==> src/lockdown_pkg.sv <==
// Package for the cache segment lockdown block.
// Shared by the lockdown controller and its segment allocator.
package lockdown_pkg;
    localparam int NUM_SEGMENTS = 4;
    localparam int SEG_W = 2;
    localparam int MAX_LOCKED = 3;
    localparam int LINE_WORDS = 8;
    localparam int LINE_BYTES = 32;
    localparam int WORD_W = 3;
    // Lockdown control register layout
    localparam int LOAD_BIT = 31;
    localparam int SEG_LSB = 0;
    localparam logic [31:0] LOCKDOWN_RESET = 32'h0000_0000;
    // Coprocessor register numbers
    localparam logic [3:0] CREG_LOCKDOWN = 4'h9;
    localparam logic [3:0] CREG_CACHEOP = 4'h7;
    localparam logic [3:0] CM_PRELOAD = 4'hd;
    localparam logic [2:0] OP2_DATA = 3'h0;
    localparam logic [2:0] OP2_INSTR = 3'h1;

    typedef struct packed {
        logic valid;
        logic [3:0] crn;
        logic [3:0] crm;
        logic [2:0] op2;
        logic [31:0] data;
    } cop_write_t;

    typedef struct packed {
        logic loadMode;
        logic [1:0] segment;
    } lock_ctrl_t;

    typedef enum logic [1:0] {
        FILL_IDLE = 2'b00,
        FILL_BUSY = 2'b01
    } fill_state_t;
endpackage

==> src/segment_alloc.sv <==
// Victim segment selector for one cache.
// Keeps its own round robin counter as the replacement hint, updated on the same clock as a fill start outside load mode.
`timescale 1ns/1ps
`default_nettype none
module segment_alloc
    import lockdown_pkg::*;
(
    input wire logic clock,
    input wire logic rst_n,
    input wire lock_ctrl_t ctrl,
    input wire logic fillStart,
    output logic [1:0] victim
);
    logic [1:0] rr;
    logic [1:0] next_rr;
    logic [1:0] next_victim;

    // Round robin over unlocked segments only; segment field marks the lock base
    always_comb
    begin
        next_rr = rr;
        next_victim = victim;
        if (fillStart)
        begin
            if (ctrl.loadMode)
                next_victim = ctrl.segment;
            else
            begin
                // Segments below the lock base are never chosen
                next_victim = (rr < ctrl.segment) ? ctrl.segment : rr;
                next_rr = (next_victim == 2'h3) ? ctrl.segment : 2'(next_victim + 2'h1);
            end
        end
    end

    always_ff @(posedge clock or negedge rst_n)
    begin
        if (!rst_n)
        begin
            rr <= 2'h0;
            victim <= 2'h0;
        end
        else
        begin
            rr <= next_rr;
            victim <= next_victim;
        end
    end

    // A normal fill must land at or above the lock base
    property p_no_locked_victim;
        @(posedge clock) disable iff (!rst_n)
        $past(fillStart) && !$past(ctrl.loadMode) |-> victim >= $past(ctrl.segment);
    endproperty
    a_no_locked_victim: assert property (p_no_locked_victim) else $error("victim taken from a locked segment");
endmodule
`default_nettype wire

==> src/cache_segment_lockdown.sv <==
// Lockdown controller for a four-segment instruction cache and data cache.
// Assumes the core presents coprocessor writes and read-miss fill requests on the core clock,
// and that the cache signals each written fill word with a one-cycle pulse.
`timescale 1ns/1ps
`default_nettype none
module cache_segment_lockdown
    import lockdown_pkg::*;
#(
    parameter int SEGMENTS = NUM_SEGMENTS,
    parameter int FILL_WORDS = LINE_WORDS
)
(
    input wire logic clock,
    input wire logic rst_n,
    input wire cop_write_t copWrite,
    input wire logic copReadReq,
    input wire logic [2:0] copReadOp2,
    input wire logic dataMiss,
    input wire logic fillWordDone,
    output logic [31:0] copReadData,
    output lock_ctrl_t dataCtrl,
    output lock_ctrl_t instrCtrl,
    output logic fillReq,
    output logic fillIsInstr,
    output logic [1:0] fillSegment,
    output logic fillBusy,
    output logic [31:0] preloadAddr
);
    // Elaboration check: the sequencer and allocators are sized for four segments of eight words
    if (SEGMENTS != NUM_SEGMENTS || FILL_WORDS != LINE_WORDS)
    begin : g_bad_params
        $error("only four segments of eight-word lines are supported");
    end

    fill_state_t state;
    fill_state_t next_state;
    lock_ctrl_t next_dataCtrl;
    lock_ctrl_t next_instrCtrl;
    logic [WORD_W-1:0] wordCount;
    logic [WORD_W-1:0] next_wordCount;
    logic next_fillReq;
    logic next_fillIsInstr;
    logic next_fillBusy;
    logic [31:0] next_preloadAddr;
    logic [31:0] next_copReadData;
    logic [1:0] dataVictim;
    logic [1:0] instrVictim;
    logic wrLock;
    logic wrPreload;
    logic startData;
    logic startInstr;

    // Decode a write aimed at a lockdown register, one per cache
    function automatic logic isLockWrite(input cop_write_t w, input logic [2:0] op2);
        return w.valid && w.crn == CREG_LOCKDOWN && w.op2 == op2;
    endfunction

    // Pack a control set into its register image
    function automatic logic [31:0] lockImage(input lock_ctrl_t c);
        logic [31:0] img;
        img = 32'h0000_0000;
        img[LOAD_BIT] = c.loadMode;
        img[SEG_LSB +: SEG_W] = c.segment;
        return img;
    endfunction

    assign wrLock = isLockWrite(copWrite, OP2_DATA) || isLockWrite(copWrite, OP2_INSTR);
    assign wrPreload = copWrite.valid && copWrite.crn == CREG_CACHEOP && copWrite.crm == CM_PRELOAD
        && copWrite.op2 == OP2_INSTR;
    // A new fill starts only when none is in flight; the single-fill limit is why software waits
    assign startData = dataMiss && state == FILL_IDLE;
    assign startInstr = wrPreload && state == FILL_IDLE && !dataMiss;

    // Lockdown registers; the data segment is clamped so one segment always stays free, the instruction segment is stored as written
    always_comb
    begin
        next_dataCtrl = dataCtrl;
        next_instrCtrl = instrCtrl;
        if (isLockWrite(copWrite, OP2_DATA))
        begin
            next_dataCtrl.loadMode = copWrite.data[LOAD_BIT];
            next_dataCtrl.segment = (copWrite.data[SEG_LSB +: SEG_W] > 2'(MAX_LOCKED)) ? 2'(MAX_LOCKED)
                : copWrite.data[SEG_LSB +: SEG_W];
        end
        if (isLockWrite(copWrite, OP2_INSTR))
        begin
            next_instrCtrl.loadMode = copWrite.data[LOAD_BIT];
            next_instrCtrl.segment = copWrite.data[SEG_LSB +: SEG_W];
        end
    end

    always_ff @(posedge clock or negedge rst_n)
    begin
        if (!rst_n)
        begin
            dataCtrl <= '0;
            instrCtrl <= '0;
        end
        else
        begin
            dataCtrl <= next_dataCtrl;
            instrCtrl <= next_instrCtrl;
        end
    end

    // Line fill sequencer: one line of eight words into the victim segment
    always_comb
    begin
        next_state = state;
        next_wordCount = wordCount;
        next_fillReq = 1'b0;
        next_fillIsInstr = fillIsInstr;
        next_preloadAddr = preloadAddr;
        unique case (state)
            FILL_IDLE:
            begin
                next_wordCount = '0;
                if (startData || startInstr)
                begin
                    next_state = FILL_BUSY;
                    next_fillReq = 1'b1;
                    next_fillIsInstr = startInstr;
                    if (startInstr)
                        next_preloadAddr = {copWrite.data[31:5], 5'h00};
                end
            end
            FILL_BUSY:
            begin
                if (fillWordDone)
                begin
                    next_wordCount = 3'(wordCount + 3'h1);
                    if (wordCount == 3'(LINE_WORDS - 1))
                        next_state = FILL_IDLE;
                end
            end
        endcase
        // Busy flag kept in its own flop so the output comes straight from a register
        next_fillBusy = (next_state == FILL_BUSY);
    end

    always_ff @(posedge clock or negedge rst_n)
    begin
        if (!rst_n)
        begin
            state <= FILL_IDLE;
            fillBusy <= 1'b0;
            wordCount <= '0;
            fillReq <= 1'b0;
            fillIsInstr <= 1'b0;
            preloadAddr <= 32'h0000_0000;
        end
        else
        begin
            state <= next_state;
            fillBusy <= next_fillBusy;
            wordCount <= next_wordCount;
            fillReq <= next_fillReq;
            fillIsInstr <= next_fillIsInstr;
            preloadAddr <= next_preloadAddr;
        end
    end

    // Per-cache victim choice, one segment of four per fill
    segment_alloc u_data_alloc (
        .clock(clock),
        .rst_n(rst_n),
        .ctrl(dataCtrl),
        .fillStart(startData),
        .victim(dataVictim)
    );
    segment_alloc u_instr_alloc (
        .clock(clock),
        .rst_n(rst_n),
        .ctrl(instrCtrl),
        .fillStart(startInstr),
        .victim(instrVictim)
    );
    assign fillSegment = fillIsInstr ? instrVictim : dataVictim;

    // Register read-back; answer one cycle after the request
    always_comb
    begin
        next_copReadData = copReadData;
        if (copReadReq)
            next_copReadData = (copReadOp2 == OP2_INSTR) ? lockImage(instrCtrl) : lockImage(dataCtrl);
    end

    always_ff @(posedge clock or negedge rst_n)
    begin
        if (!rst_n)
            copReadData <= LOCKDOWN_RESET;
        else
            copReadData <= next_copReadData;
    end

    // The eighth written word ends the fill on the next edge
    property p_fill_end;
        @(posedge clock) disable iff (!rst_n)
        fillBusy && fillWordDone && wordCount == 3'(LINE_WORDS - 1) |=> !fillBusy;
    endproperty
    a_fill_end: assert property (p_fill_end) else $error("fill did not end after eight words");
    // Before the eighth word the fill must stay busy
    property p_fill_hold;
        @(posedge clock) disable iff (!rst_n)
        fillBusy && !(fillWordDone && wordCount == 3'(LINE_WORDS - 1)) |=> fillBusy;
    endproperty
    a_fill_hold: assert property (p_fill_hold) else $error("fill ended before eight words");
    property p_seg_cap;
        @(posedge clock) disable iff (!rst_n)
        dataCtrl.segment <= 2'(MAX_LOCKED);
    endproperty
    a_seg_cap: assert property (p_seg_cap) else $error("data lock segment beyond limit");
    property p_read_img;
        @(posedge clock) disable iff (!rst_n)
        copReadReq && copReadOp2 == OP2_DATA |=> copReadData[LOAD_BIT] == $past(dataCtrl.loadMode)
        && copReadData[1:0] == $past(dataCtrl.segment) && copReadData[30:2] == 29'h0;
    endproperty
    a_read_img: assert property (p_read_img) else $error("data lockdown read image wrong");
    property p_data_seg;
        @(posedge clock) disable iff (!rst_n)
        startData && dataCtrl.loadMode |=> fillSegment == $past(dataCtrl.segment);
    endproperty
    a_data_seg: assert property (p_data_seg) else $error("locked fill went to the wrong segment");
    property p_preload;
        @(posedge clock) disable iff (!rst_n)
        startInstr |=> fillReq && fillIsInstr && preloadAddr[4:0] == 5'h00;
    endproperty
    a_preload: assert property (p_preload) else $error("preload did not start an instruction fill");
    property p_no_data_preload;
        @(posedge clock) disable iff (!rst_n)
        startData |=> !fillIsInstr;
    endproperty
    a_no_data_preload: assert property (p_no_data_preload) else $error("data fill marked as instruction");
    property p_single;
        @(posedge clock) disable iff (!rst_n)
        fillReq |=> !fillReq;
    endproperty
    a_single: assert property (p_single) else $error("fill request longer than one cycle");
    property p_ilock;
        @(posedge clock) disable iff (!rst_n)
        isLockWrite(copWrite, OP2_INSTR) |=> instrCtrl.loadMode == $past(copWrite.data[LOAD_BIT]);
    endproperty
    a_ilock: assert property (p_ilock) else $error("instruction load flag not stored");
endmodule
`default_nettype wire

==> config.mk <==
export PLATFORM = sky130hd
export DESIGN_NAME = cache_segment_lockdown
export DESIGN_NICKNAME = d
export VERILOG_FILES = /design/src/lockdown_pkg.sv /design/src/segment_alloc.sv /design/src/cache_segment_lockdown.sv
export SDC_FILE = /design/constraint.sdc
export NUM_CORES = 1
export LEC_CHECK = 0
export ABC_AREA = 1
export BUFFER_PORTS_ARGS = -buffer_cell sky130_fd_sc_hd__buf_2
export CORE_MARGIN = 5
export CORE_UTILIZATION = 50
export DETAILED_ROUTE_END_ITERATION = 8
export PLACE_DENSITY = 0.85
export SLEW_MARGIN = 20
export SYNTH_ARGS = -nofsm -noshare
export SYNTH_HDL_FRONTEND = slang
export SYNTH_HIERARCHICAL = 1
export SYNTH_SLANG_ARGS = --single-unit
==> constraint.sdc <==
create_clock -name clock -period 2.7 [get_ports clock]
set_clock_uncertainty 0.1 [all_clocks]
set_input_delay 0.135 -clock clock [delete_from_list [all_inputs] [get_ports clock]]
set_output_delay 0.135 -clock clock [all_outputs]
set_load 0.005 [all_outputs]
==> summary.md, run 1 <==
| Metric | Value |
|---|---|
| Most frequent cells in the layout | 89 x buf_2, 74 x nor2_1, 52 x dfrtp_1 |
| RSZ-0062 raised after global routing | no |
| Max Fclk | 0.5065 GHz |
| Number of global-route vias before repair | 2504 |
| First-pass GRT wire length | 11480 µm |
| CTS tree | built |
| Skew-Pair Late Insertion Delay | 0.30 ns |
| Pleak | approximately 2.1 nW |
| Overall Global Routing Usage | between 10% and 20% |
| NumNets Final | 505 |
| Die width | 83.61 µm |
| Slew margin rel. | 58.43% |
| Worst setup path class | flip-flop to flip-flop |
| # fillers | 431 |
| Area of the multi-input gates | 1116 µm² |
| Final hold violations | 0 |
| Die height | ~84 µm |
| CTS clk-pin slew, worst paths | 0.10 ns |
| Commonest non-fill, non-tap cell in the layout | buf_2 |
| Met3 Use GR | 6.022% |
| Synthesized instance count | 327 |
| Crit path DAT | slightly above 2 ns |
| Period utilisation layout | 73.13% |
| Worst setup EP type | flip-flop |
| Fraction of layout cells with a size suffix above 1 | 26.12% |
| Met1 Use GR | a little under a quarter |
| Pwr/cell area | 528.0 nW/µm² |
| Clk root buf | clkbuf_8 |
| I/O pin count | 127 |
| Placer Congestion | 0.8332 |
| DRT Pass-1 Iters | 4 |
| Iteration-0 DRC count of the detailed router | 94 |
| Port bufs | 89 |
| Post-layout util | 67.39% |
| Max_cap viols | 0 |
| WHS | 0.01309 ns |
| Antenna Violating Nets Remaining | 0 |
| Run status | completed |
| Finish-stage setup viols | 0 |
| #FFs+latches synth | 52 |
| Synth Area per Inst | 8.284 µm² |
| Pins Over Slew Limit | 0 |
| Core area | about 5200 µm² |
| Max VDD drop | 0.2883 mV |
| Placement Rows | 26 |
| Setup TNS | 0 ns |
| Slew at the pin closest to its max-slew limit | between 0.6 and 0.7 ns |
| Clock buffer depth | 2 |
| Tmin final | 1.974 ns |
| Storage cell area | 1301 µm² |
| Initial Util | 52.37% |
| Finished Layout Cells | 518 |
| H-tree levels | 2 |
| CTS-repair resized insts | 0 |
| Die area | between 6000 and 7000 µm² |
| Residual DRC count | 0 |
| Synth Warn # | 6 |
| CTS sink cnt | 52 |
| Initial antenna violation count | 0 |
| Largest net degree at the start of global routing | 31 |
| Mapped Area | 2709 µm² |
| Grt peak-use layer | met2 |
| Sequential fraction of the synthesis area | 48.04% |
| Yosys cell types | 25 |
| Post-DR wirelength/cell | 13.33 µm |
| Routed via count | 2431 |
| Placed instance count | 479 |
| Grt met2 use | approximately a third |
| Final wirelength | 6903 µm |
| Tot Pwr | around 0.0018 W |
| Vias per cell | around 4.7 |
| Overflow after GRT | 0 |
| Number of diodes | 0 |
| Max FO, Critical Path | 30 |
| CP Launch Type | flip-flop |
| Worst min-delay path category | input pin to flip-flop |
| Area Overhead vs Synth | 28.68% |
| CTS Buf Count | 5 |
| Req. time, crit path | about 2.8 ns |
| Post-DP HPWL | approximately 4700 µm |
final timing paths:
check	from	endpoint	slack (ns)	cells after the start
max	state[1]	preloadAddr[27]	0.73	6
min in group asynchronous	rst_n	preloadAddr[24]	0.25	2
min	fillWordDone	wordCount[2]	0.01	3
max in group asynchronous	rst_n	preloadAddr[15]	1.49	3
min reg2reg	state[1]	state[1]	0.36	0
max reg2reg	state[1]	preloadAddr[27]	0.73	6
cell usage after synthesis:
| cell type | n | area [µm²] |
|---|---|---|
| a21boi_0 | 2 | 15.01 |
| a21oi_1 | 34 | 170.2 |
| a31oi_1 | 2 | 12.51 |
| buf_2 | 6 | 30.03 |
| buf_4 | 34 | 255.2 |
| buf_6 | 1 | 11.26 |
| clkbuf_1 | 1 | 3.750 |
| clkinv_2 | 2 | 10.01 |
| conb_1 | 1 | 3.750 |
| dfrtp_1 | 52 | 1301 |
| ha_1 | 6 | 75.07 |
| inv_1 | 28 | 105.1 |
| nand2_1 | 42 | 157.7 |
| nand2_2 | 12 | 75.07 |
| nand3_1 | 10 | 50.05 |
| nand3_2 | 1 | 10.01 |
| nand3b_1 | 1 | 7.510 |
| nor2_1 | 74 | 277.8 |
| nor2_2 | 1 | 6.260 |
| nor2_8 | 2 | 40.04 |
| nor3_1 | 1 | 5.000 |
| nor4_1 | 1 | 6.260 |
| o211ai_1 | 3 | 22.52 |
| o21a_1 | 3 | 22.52 |
| o21ai_0 | 7 | 35.03 |
critical path: stages (launching register included):
cell and delay (ns):
dfrtp_1 0.43, nor2_2 0.15, nand2_2 0.11, nor2_8 0.32, nand2_2 0.45, nor2_1 0.22, nor2_1 0.08
per-stage QoR:
stage | area [µm²] | setup WS [ns]
after floorplan | 2833 | 1.022
after global placement | 3080 | 0.7668
after detailed placement | 3080 | 0.7204
after CTS | 3486 | 0.7199
after global routing | 3486 | 0.5149
final | 3486 | 0.7256
kinds of logic after synthesis:
logic type	share of synthesized area, %
buf+inv	15.33
compound gates	10.25
simple gates	23.46
other cells	0.1384
fa+ha+maj	2.771
flops	48.04
timing repair:
action                    in CTS  in global routing
setup buffers                  0                  0
hold buffers                  31                  0
hold endpoints to repair      59                  0
metal layers:
layer  up-vias  part of all wire, %
met4         0                  2.3
met2       111                   50
met3        19                  8.8
li1       1195                    -
met1      1106                   38
met5         -                    0
cell type report:
cell class / count / area share (%)
Sequential cell: 52 / 37.33
Multi-Input combinational cell: 236 / 32.02
Timing Repair Buffer: 122 / 22.11
Inverter: 30 / 3.302
Tap cell: 70 / 2.513
Clock buffer: 5 / 1.974
Clock inverter: 3 / 0.7538
power breakdown:
part	internal, W	total, W	switching [W]
Clock	0.000189	0.000458	0.000269
Sequential	0.000863	0.000919	0.0000559
Combinational	0.000201	0.000464	0.000263
Total	0.00125	0.00184	0.000588
registers in the layout, summed over array words and instances (netlist names):
name,flops
fillReq,1
u_instr_alloc/victim,2
state,2
u_data_alloc/rr,2
fillIsInstr,1
fillBusy,1
u_data_alloc/victim,2
preloadAddr,27
instrCtrl,3
wordCount,3
dataCtrl,3
u_instr_alloc/rr,2
copReadData,3
Power figures use the tool's default switching activity.
==> run 2, diff against run 1 <==
--- a/config.mk
+++ b/config.mk
@@ -8,9 +8,9 @@
 export ABC_AREA = 1
 export BUFFER_PORTS_ARGS = -buffer_cell sky130_fd_sc_hd__buf_2
 export CORE_MARGIN = 5
-export CORE_UTILIZATION = 50
+export CORE_UTILIZATION = 42
 export DETAILED_ROUTE_END_ITERATION = 8
-export PLACE_DENSITY = 0.85
+export PLACE_DENSITY = 0.76
 export SLEW_MARGIN = 20
 export SYNTH_ARGS = -nofsm -noshare
 export SYNTH_HDL_FRONTEND = slang
==> constraint.sdc (replaced) <==
create_clock -name clock -period 1.8 [get_ports clock]
set_clock_uncertainty 0.1 [all_clocks]
set_input_delay 0.09 -clock clock [delete_from_list [all_inputs] [get_ports clock]]
set_output_delay 0.09 -clock clock [all_outputs]
set_load 0.005 [all_outputs]
==> run 2 against run 1 <==
  * The flow now finishes with violations (negative hold slack)
  * Cell count is 2.1% higher
  * Fmax grew 26%
  * Flip-flop and latch count stayed put
  * Core utilization shrank 11 points
  * Count of clock-buffer cells in the layout rose by 2
  * Sequential share of layout area fell by 0.94 points
  * Routed wire length down 5.4%
  * Power increased by 60%
  * Combinational power grew 51%
  * Register-to-register slack got worse by 0.49 ns
  * Critical path type unchanged
  * Largest power group unchanged
==> summary.md, run 2 (same netlist as run 1, synthesis figures left out) <==
| Metric | Value |
|---|---|
| Number of diodes | 0 |
| Max VDD drop | about 0.49 mV |
| Post-placement cell area | 3124 µm² |
| Most frequent cells in the layout | 89 x buf_2, 74 x nor2_1, 52 x dfrtp_1 |
| Core area | 6314 µm² |
| Hold path depth | 3 |
| Slew at the pin closest to its max-slew limit | 0.5564 ns |
| Worst min-delay path category | input pin to flip-flop |
| Die width | 90.31 µm |
| Initial antenna violation count | 0 |
| Final instance area | 3576 µm² |
| Switching share of power | 28.84% |
| Fraction of layout cells with a size suffix above 1 | 26.55% |
| Reg power frac | 46.7% |
| Die area | about 8200 µm² |
| Iteration-0 DRC count of the detailed router | between 80 and 90 |
| Largest net degree at the start of global routing | 31 |
| Setup TNS | 0 ns |
| CP Depth | 7 |
| Max FO, Critical Path | 5 |
| Final hold violations | 1 |
| WHS | -0.003766 ns |
| CP peak stage delay | roughly 0.42 ns |
| FF-to-FF Start | state[1] |
| Post-DR wirelength/cell | 12.34 µm |
| Final wirelength | between 6000 and 7000 µm |
| Critical Path Most Common Cell | a21oi_1 |
| Number of global-route vias before repair | ~2400 |
| Max Fclk | 0.6406 GHz |
| H-tree levels | 2 |
| Clk network pwr share | 29.4% |
| CTS tree | built |
| Slew margin rel. | 62.90% |
| Int Power | 0.002095 W |
| Pwr/cell area | around 800 nW/µm² |
| Skew-Pair Late Insertion Delay | 0.30 ns |
| Hold Crit Endpoint | fillReq |
| Placement Rows | 29 |
| CTS Buf Count | 5 |
| Crit path DAT | 1.65 ns |
| Worst setup EP type | flip-flop |
| Beginning of the worst hold path | dataMiss |
| Clk root buf | clkbuf_8 |
| Placer Congestion | between 0.7 and 0.8 |
| RSZ-0062 raised after global routing | no |
| Vias per cell | 4.569 |
| NumNets Final | between 500 and 600 |
| Die height | 90.31 µm |
| Port bufs | about 90 |
| Initial Util | between 40% and 50% |
| Clock buffer depth | 2 |
| Routed via count | 2417 |
| Overflow after GRT | 0 |
| Crit-path cells | nor2_2 -> nand2_1 -> nor4_1 -> buf_4 -> nand2_2 -> a21oi_1 -> a21oi_1 |
| Slowest-stage cell, CP | dfrtp_1 |
| Largest delay share family, worst path | simple AND/OR/NAND/NOR gates |
| Commonest non-fill, non-tap cell in the layout | buf_2 |
| Area Overhead vs Synth | 32.01% |
| Pleak | roughly 2.1 nW |
| Top reg by flops | preloadAddr |
| DRT Pass-1 Iters | 4 |
| Reg2reg path depth | 7 |
| Antenna Violating Nets Remaining | 0 |
| Finish-stage setup viols | 0 |
| Overall Global Routing Usage | 16.29% |
| CP Buf/Inv Count | 1 |
| Period utilisation layout | 86.72% |
| I/O pin count | approximately 130 |
| CP Launch Type | flip-flop |
| Pins Over Slew Limit | 0 |
| Max reg flops | 27 |
| Psw | 0.0008493 W |
| Failing checks | negative hold slack |
| Residual DRC count | 0 |
| Tmin final | 1.561 ns |
| R2R Path End | u_instr_alloc/rr[0] |
| Worst setup path class | flip-flop to flip-flop |
| Req. time, crit path | 1.89 ns |
| CTS clk-pin slew, worst paths | ~0.09 ns |
| First-pass GRT wire length | 11060 µm |
| Worst R2R Setup Slack | 0.24 ns |
| Combinational power share | 23.8% |
| CTS sink cnt | 52 |
| Run status | finished with violations |
| Max_cap viols | 0 |
| Post-DP HPWL | 4619 µm |
==> run 2: power groups by stage <==
stage	registers (W)	clock network (W)	logic, W
CTS	0.00138	0.000901	0.000703
detailed placement	0.00140	0	0.000648
global route	0.00139	0.000936	0.000812
finish	0.00138	0.000867	0.000701
global placement	0.00139	0	0.000613
floorplan	0.00139	0	0.000461
==> run 2: final cells by class <==
type	count	area (µm²)
Inverter	30	115.1
Multi-Input combinational cell	236	1121
Clock inverter	1	30.03
Clock buffer	7	96.34
Timing Repair Buffer	126	815.8
Sequential cell	52	1301
Tap cell	77	96.34
Fill cell	575	2738
==> run 2: through the flow <==
step | std cells | hold WS, ns | worst slack [ns] | utilization (%) | power (W)
floorplan | 360 | -0.3056 | 0.1217 | - | 0.001848
CTS | 529 | 0.01226 | 0.1449 | 56.56 | 0.002980
global route | 529 | 0.03063 | 0.06024 | 56.64 | 0.003142
finish | 529 | -0.003766 | 0.2391 | 56.64 | 0.002945
detailed placement | 489 | 0.01188 | 0.1640 | 49.48 | 0.002045
global placement | 489 | 0.005425 | 0.1956 | 49.48 | 0.002006
==> run 2: worst max-delay path by stage <==
stage               startpoint                 endpoint  slack, ns
floorplan             state[1]      u_instr_alloc/rr[0]       0.12
CTS                   state[1]          preloadAddr[12]       0.14
global route          state[1]  u_instr_alloc/victim[0]       0.06
detailed placement    state[1]          preloadAddr[12]       0.16
finish                state[1]      u_instr_alloc/rr[0]       0.24
global placement      state[1]           preloadAddr[9]       0.20
==> run 2: layer usage <==
layer	GRT usage [%]	vias up	routed length, µm
met5	0	-	0
met4	5.087	0	83
met3	4.750	8	526
met2	28.90	86	3274
met1	18.82	1119	2644
li1	-	1204	-
==> run 2: worst register-to-register path: stages (launching register included) <==
cell and delay [ns]:
dfrtp_1 0.42, nor2_2 0.15, nand2_1 0.08, nor4_1 0.26
buf_4 0.18, nand2_2 0.07, a21oi_1 0.11, a21oi_1 0.08
==> run 2: repair_timing <==
item                                    CTS  global route
endpoints found under the setup margin    0             1
setup buffers                             0             0
hold buffers                             32             0
endpoints found under the hold margin    60             0
resized for setup                         0             1
==> run 3, diff against run 2 <==
--- a/config.mk
+++ b/config.mk
@@ -10,7 +10,8 @@
 export CORE_MARGIN = 5
 export CORE_UTILIZATION = 42
 export DETAILED_ROUTE_END_ITERATION = 8
-export PLACE_DENSITY = 0.76
+export PLACE_DENSITY_LB_ADDON = 0.1
+export SETUP_SLACK_MARGIN = 0.15
 export SLEW_MARGIN = 20
 export SYNTH_ARGS = -nofsm -noshare
 export SYNTH_HDL_FRONTEND = slang
==> run 3 against run 2 <==
  * The run still ends with negative hold slack left
  * Cell count decreased by 0.19%
  * Via count decreased by 2.1%
  * Sequential share of layout area increased by 0.33 points
  * Sequential power about the same
  * Global-route usage decreased by 0.42 points
  * Critical endpoint unchanged
  * Largest cell class unchanged
==> summary.md, run 3 (same netlist as run 1, synthesis figures left out) <==
| Metric | Value |
|---|---|
| Top reg by flops | preloadAddr |
| Setup TNS | 0 ns |
| Routed via count | approximately 2400 |
| Vias per cell | 4.483 |
| Hold path depth | 3 |
| DRT Pass-1 Iters | 4 |
| Pwr/cell area | between 700 and 800 nW/µm² |
| Req. time, crit path | between 1.5 and 2 ns |
| Core area | 6314 µm² |
| Die width | approximately 90 µm |
| Max VDD drop | 0.4266 mV |
| Fraction of layout cells with a size suffix above 1 | a little over a quarter |
| Crit-path cells | nor2_4 -> nand2_1 -> nor4_2 -> buf_4 -> nand2_2 -> a21oi_1 -> a21oi_1 |
| Initial Util | 42.91% |
| Slowest-stage cell, CP | dfrtp_1 |
| CTS Buf Count | 5 |
| Clk root buf | clkbuf_8 |
| Max Fclk | 0.6433 GHz |
| Placer Congestion | between 0.7 and 0.8 |
| Number of diodes | 0 |
| CP Buf/Inv Count | 1 |
| Max_cap viols | 0 |
| Placed instance count | 488 |
| Die height | 90.31 µm |
| Post-layout util | 56.12% |
| Post-DR wirelength/cell | between 10 and 15 µm |
| NumNets Final | between 500 and 600 |
| Max reg flops | 27 |
| Largest delay share family, worst path | simple AND/OR/NAND/NOR gates |
| Antenna Violating Nets Remaining | 0 |
| WHS | -0.007420 ns |
| Post-placement cell area | 3123 µm² |
| Most frequent cells in the layout | 89 x buf_2, 74 x nor2_1, 52 x dfrtp_1 |
| First-pass GRT wire length | 10890 µm |
| Pins Over Slew Limit | 0 |
| Reg2reg path depth | 7 |
| Finish-stage setup viols | 0 |
| Skew-Pair Late Insertion Delay | about 0.31 ns |
| Number of global-route vias before repair | 2337 |
| CP peak stage delay | 0.44 ns |
| CP Launch Type | flip-flop |
| Tmin final | 1.555 ns |
| Finished Layout Cells | 528 |
| Die area | 8156 µm² |
| Largest net degree at the start of global routing | 53 |
| Worst min-delay path category | input pin to flip-flop |
| Port bufs | just under 90 |
| Crit path DAT | about 1.7 ns |
| Worst setup EP type | flip-flop |
| Final wirelength | between 6000 and 7000 µm |
| Post-DP HPWL | 4525 µm |
| Worst setup path class | flip-flop to flip-flop |
| Clock buffer depth | 2 |
| Placement Rows | 29 |
| CTS sink cnt | 52 |
| CTS clk-pin slew, worst paths | 0.10 ns |
| I/O pin count | ~130 |
| # fillers | 605 |
| Period utilisation layout | 86.36% |
| Failing checks | negative hold slack |
| Overflow after GRT | 0 |
| CP Depth | 7 |
| Final hold violations | 1 |
| CTS tree | built |
| Residual DRC count | 0 |
| H-tree levels | 2 |
| Run status | finished with violations |
| Commonest non-fill, non-tap cell in the layout | buf_2 |
| Max FO, Critical Path | 5 |
| RSZ-0062 raised after global routing | no |
| Pleak | 2.090 nW |
| Initial antenna violation count | 0 |
| Area Overhead vs Synth | 30.81% |
| Final instance area | 3543 µm² |
| Overall Global Routing Usage | 15.87% |
| Critical Path Most Common Cell | a21oi_1 |
| Iteration-0 DRC count of the detailed router | 56 |
[run 3: worst paths after layout]
check | from | endpoint | slack (ns)
max in group asynchronous | rst_n | fillIsInstr | 1.16
setup / recovery | state[1] | u_instr_alloc/rr[0] | 0.25
hold reg to reg | copReadData[31] | copReadData[31] | 0.39
min in group asynchronous | rst_n | u_instr_alloc/rr[1] | 0.19
setup reg to reg | state[1] | u_instr_alloc/rr[0] | 0.25
hold / removal | dataMiss | fillReq | -0.007
[run 3: layout make-up]
cell class / count / area, µm² / share of cell area (%)
sequential: 52 / 1301 / 36.72
multi-input combinational: 236 / 1132 / 31.96
timing repair buffer: 125 / 808.3 / 22.81
inverter: 30 / 115.1 / 3.249
tap: 77 / 96.34 / 2.719
clock buffer: 5 / 68.82 / 1.942
clock inverter: 3 / 21.27 / 0.6003
[run 3: report_power, final]
part           switching, W  internal [W]
logic              0.000381      0.000311
registers         0.0000880       0.00129
clock network      0.000397      0.000277
total              0.000866       0.00188
[run 3: metrics by stage]
step / worst slack [ns] / power [W]
finish: 0.2454 / 0.002747
floorplan: 0.2778 / 0.001849
detailed placement: 0.1646 / 0.002044
CTS: 0.1577 / 0.002776
global route: 0.1621 / 0.002964
global placement: 0.1926 / 0.002026
[run 3: timing repair]
| action | CTS | global route |
|---|---|---|
| hold buffers | 32 | 0 |
| buffers inserted | 0 | 0 |
| hold endpoints to repair | 91 | 0 |
| endpoints found under the setup margin | 0 | 32 |
| resized for setup | 0 | 2 |
[run 3: layer usage]
| metal | wire (µm) | global-route usage [%] | vias to the layer above |
|---|---|---|---|
| li1 | - | - | 1199 |
| met1 | 2809 | 21.33 | 1087 |
| met2 | 2972 | 25.00 | 74 |
| met3 | 509 | 5.500 | 7 |
| met4 | 62 | 3.102 | 0 |
| met5 | 0 | 0 | - |
[run 3: tightest hold or removal path: cells and delay by family]
family        cells  cell delay [ns]
buf+inv           1             0.09
simple gates      2             0.18
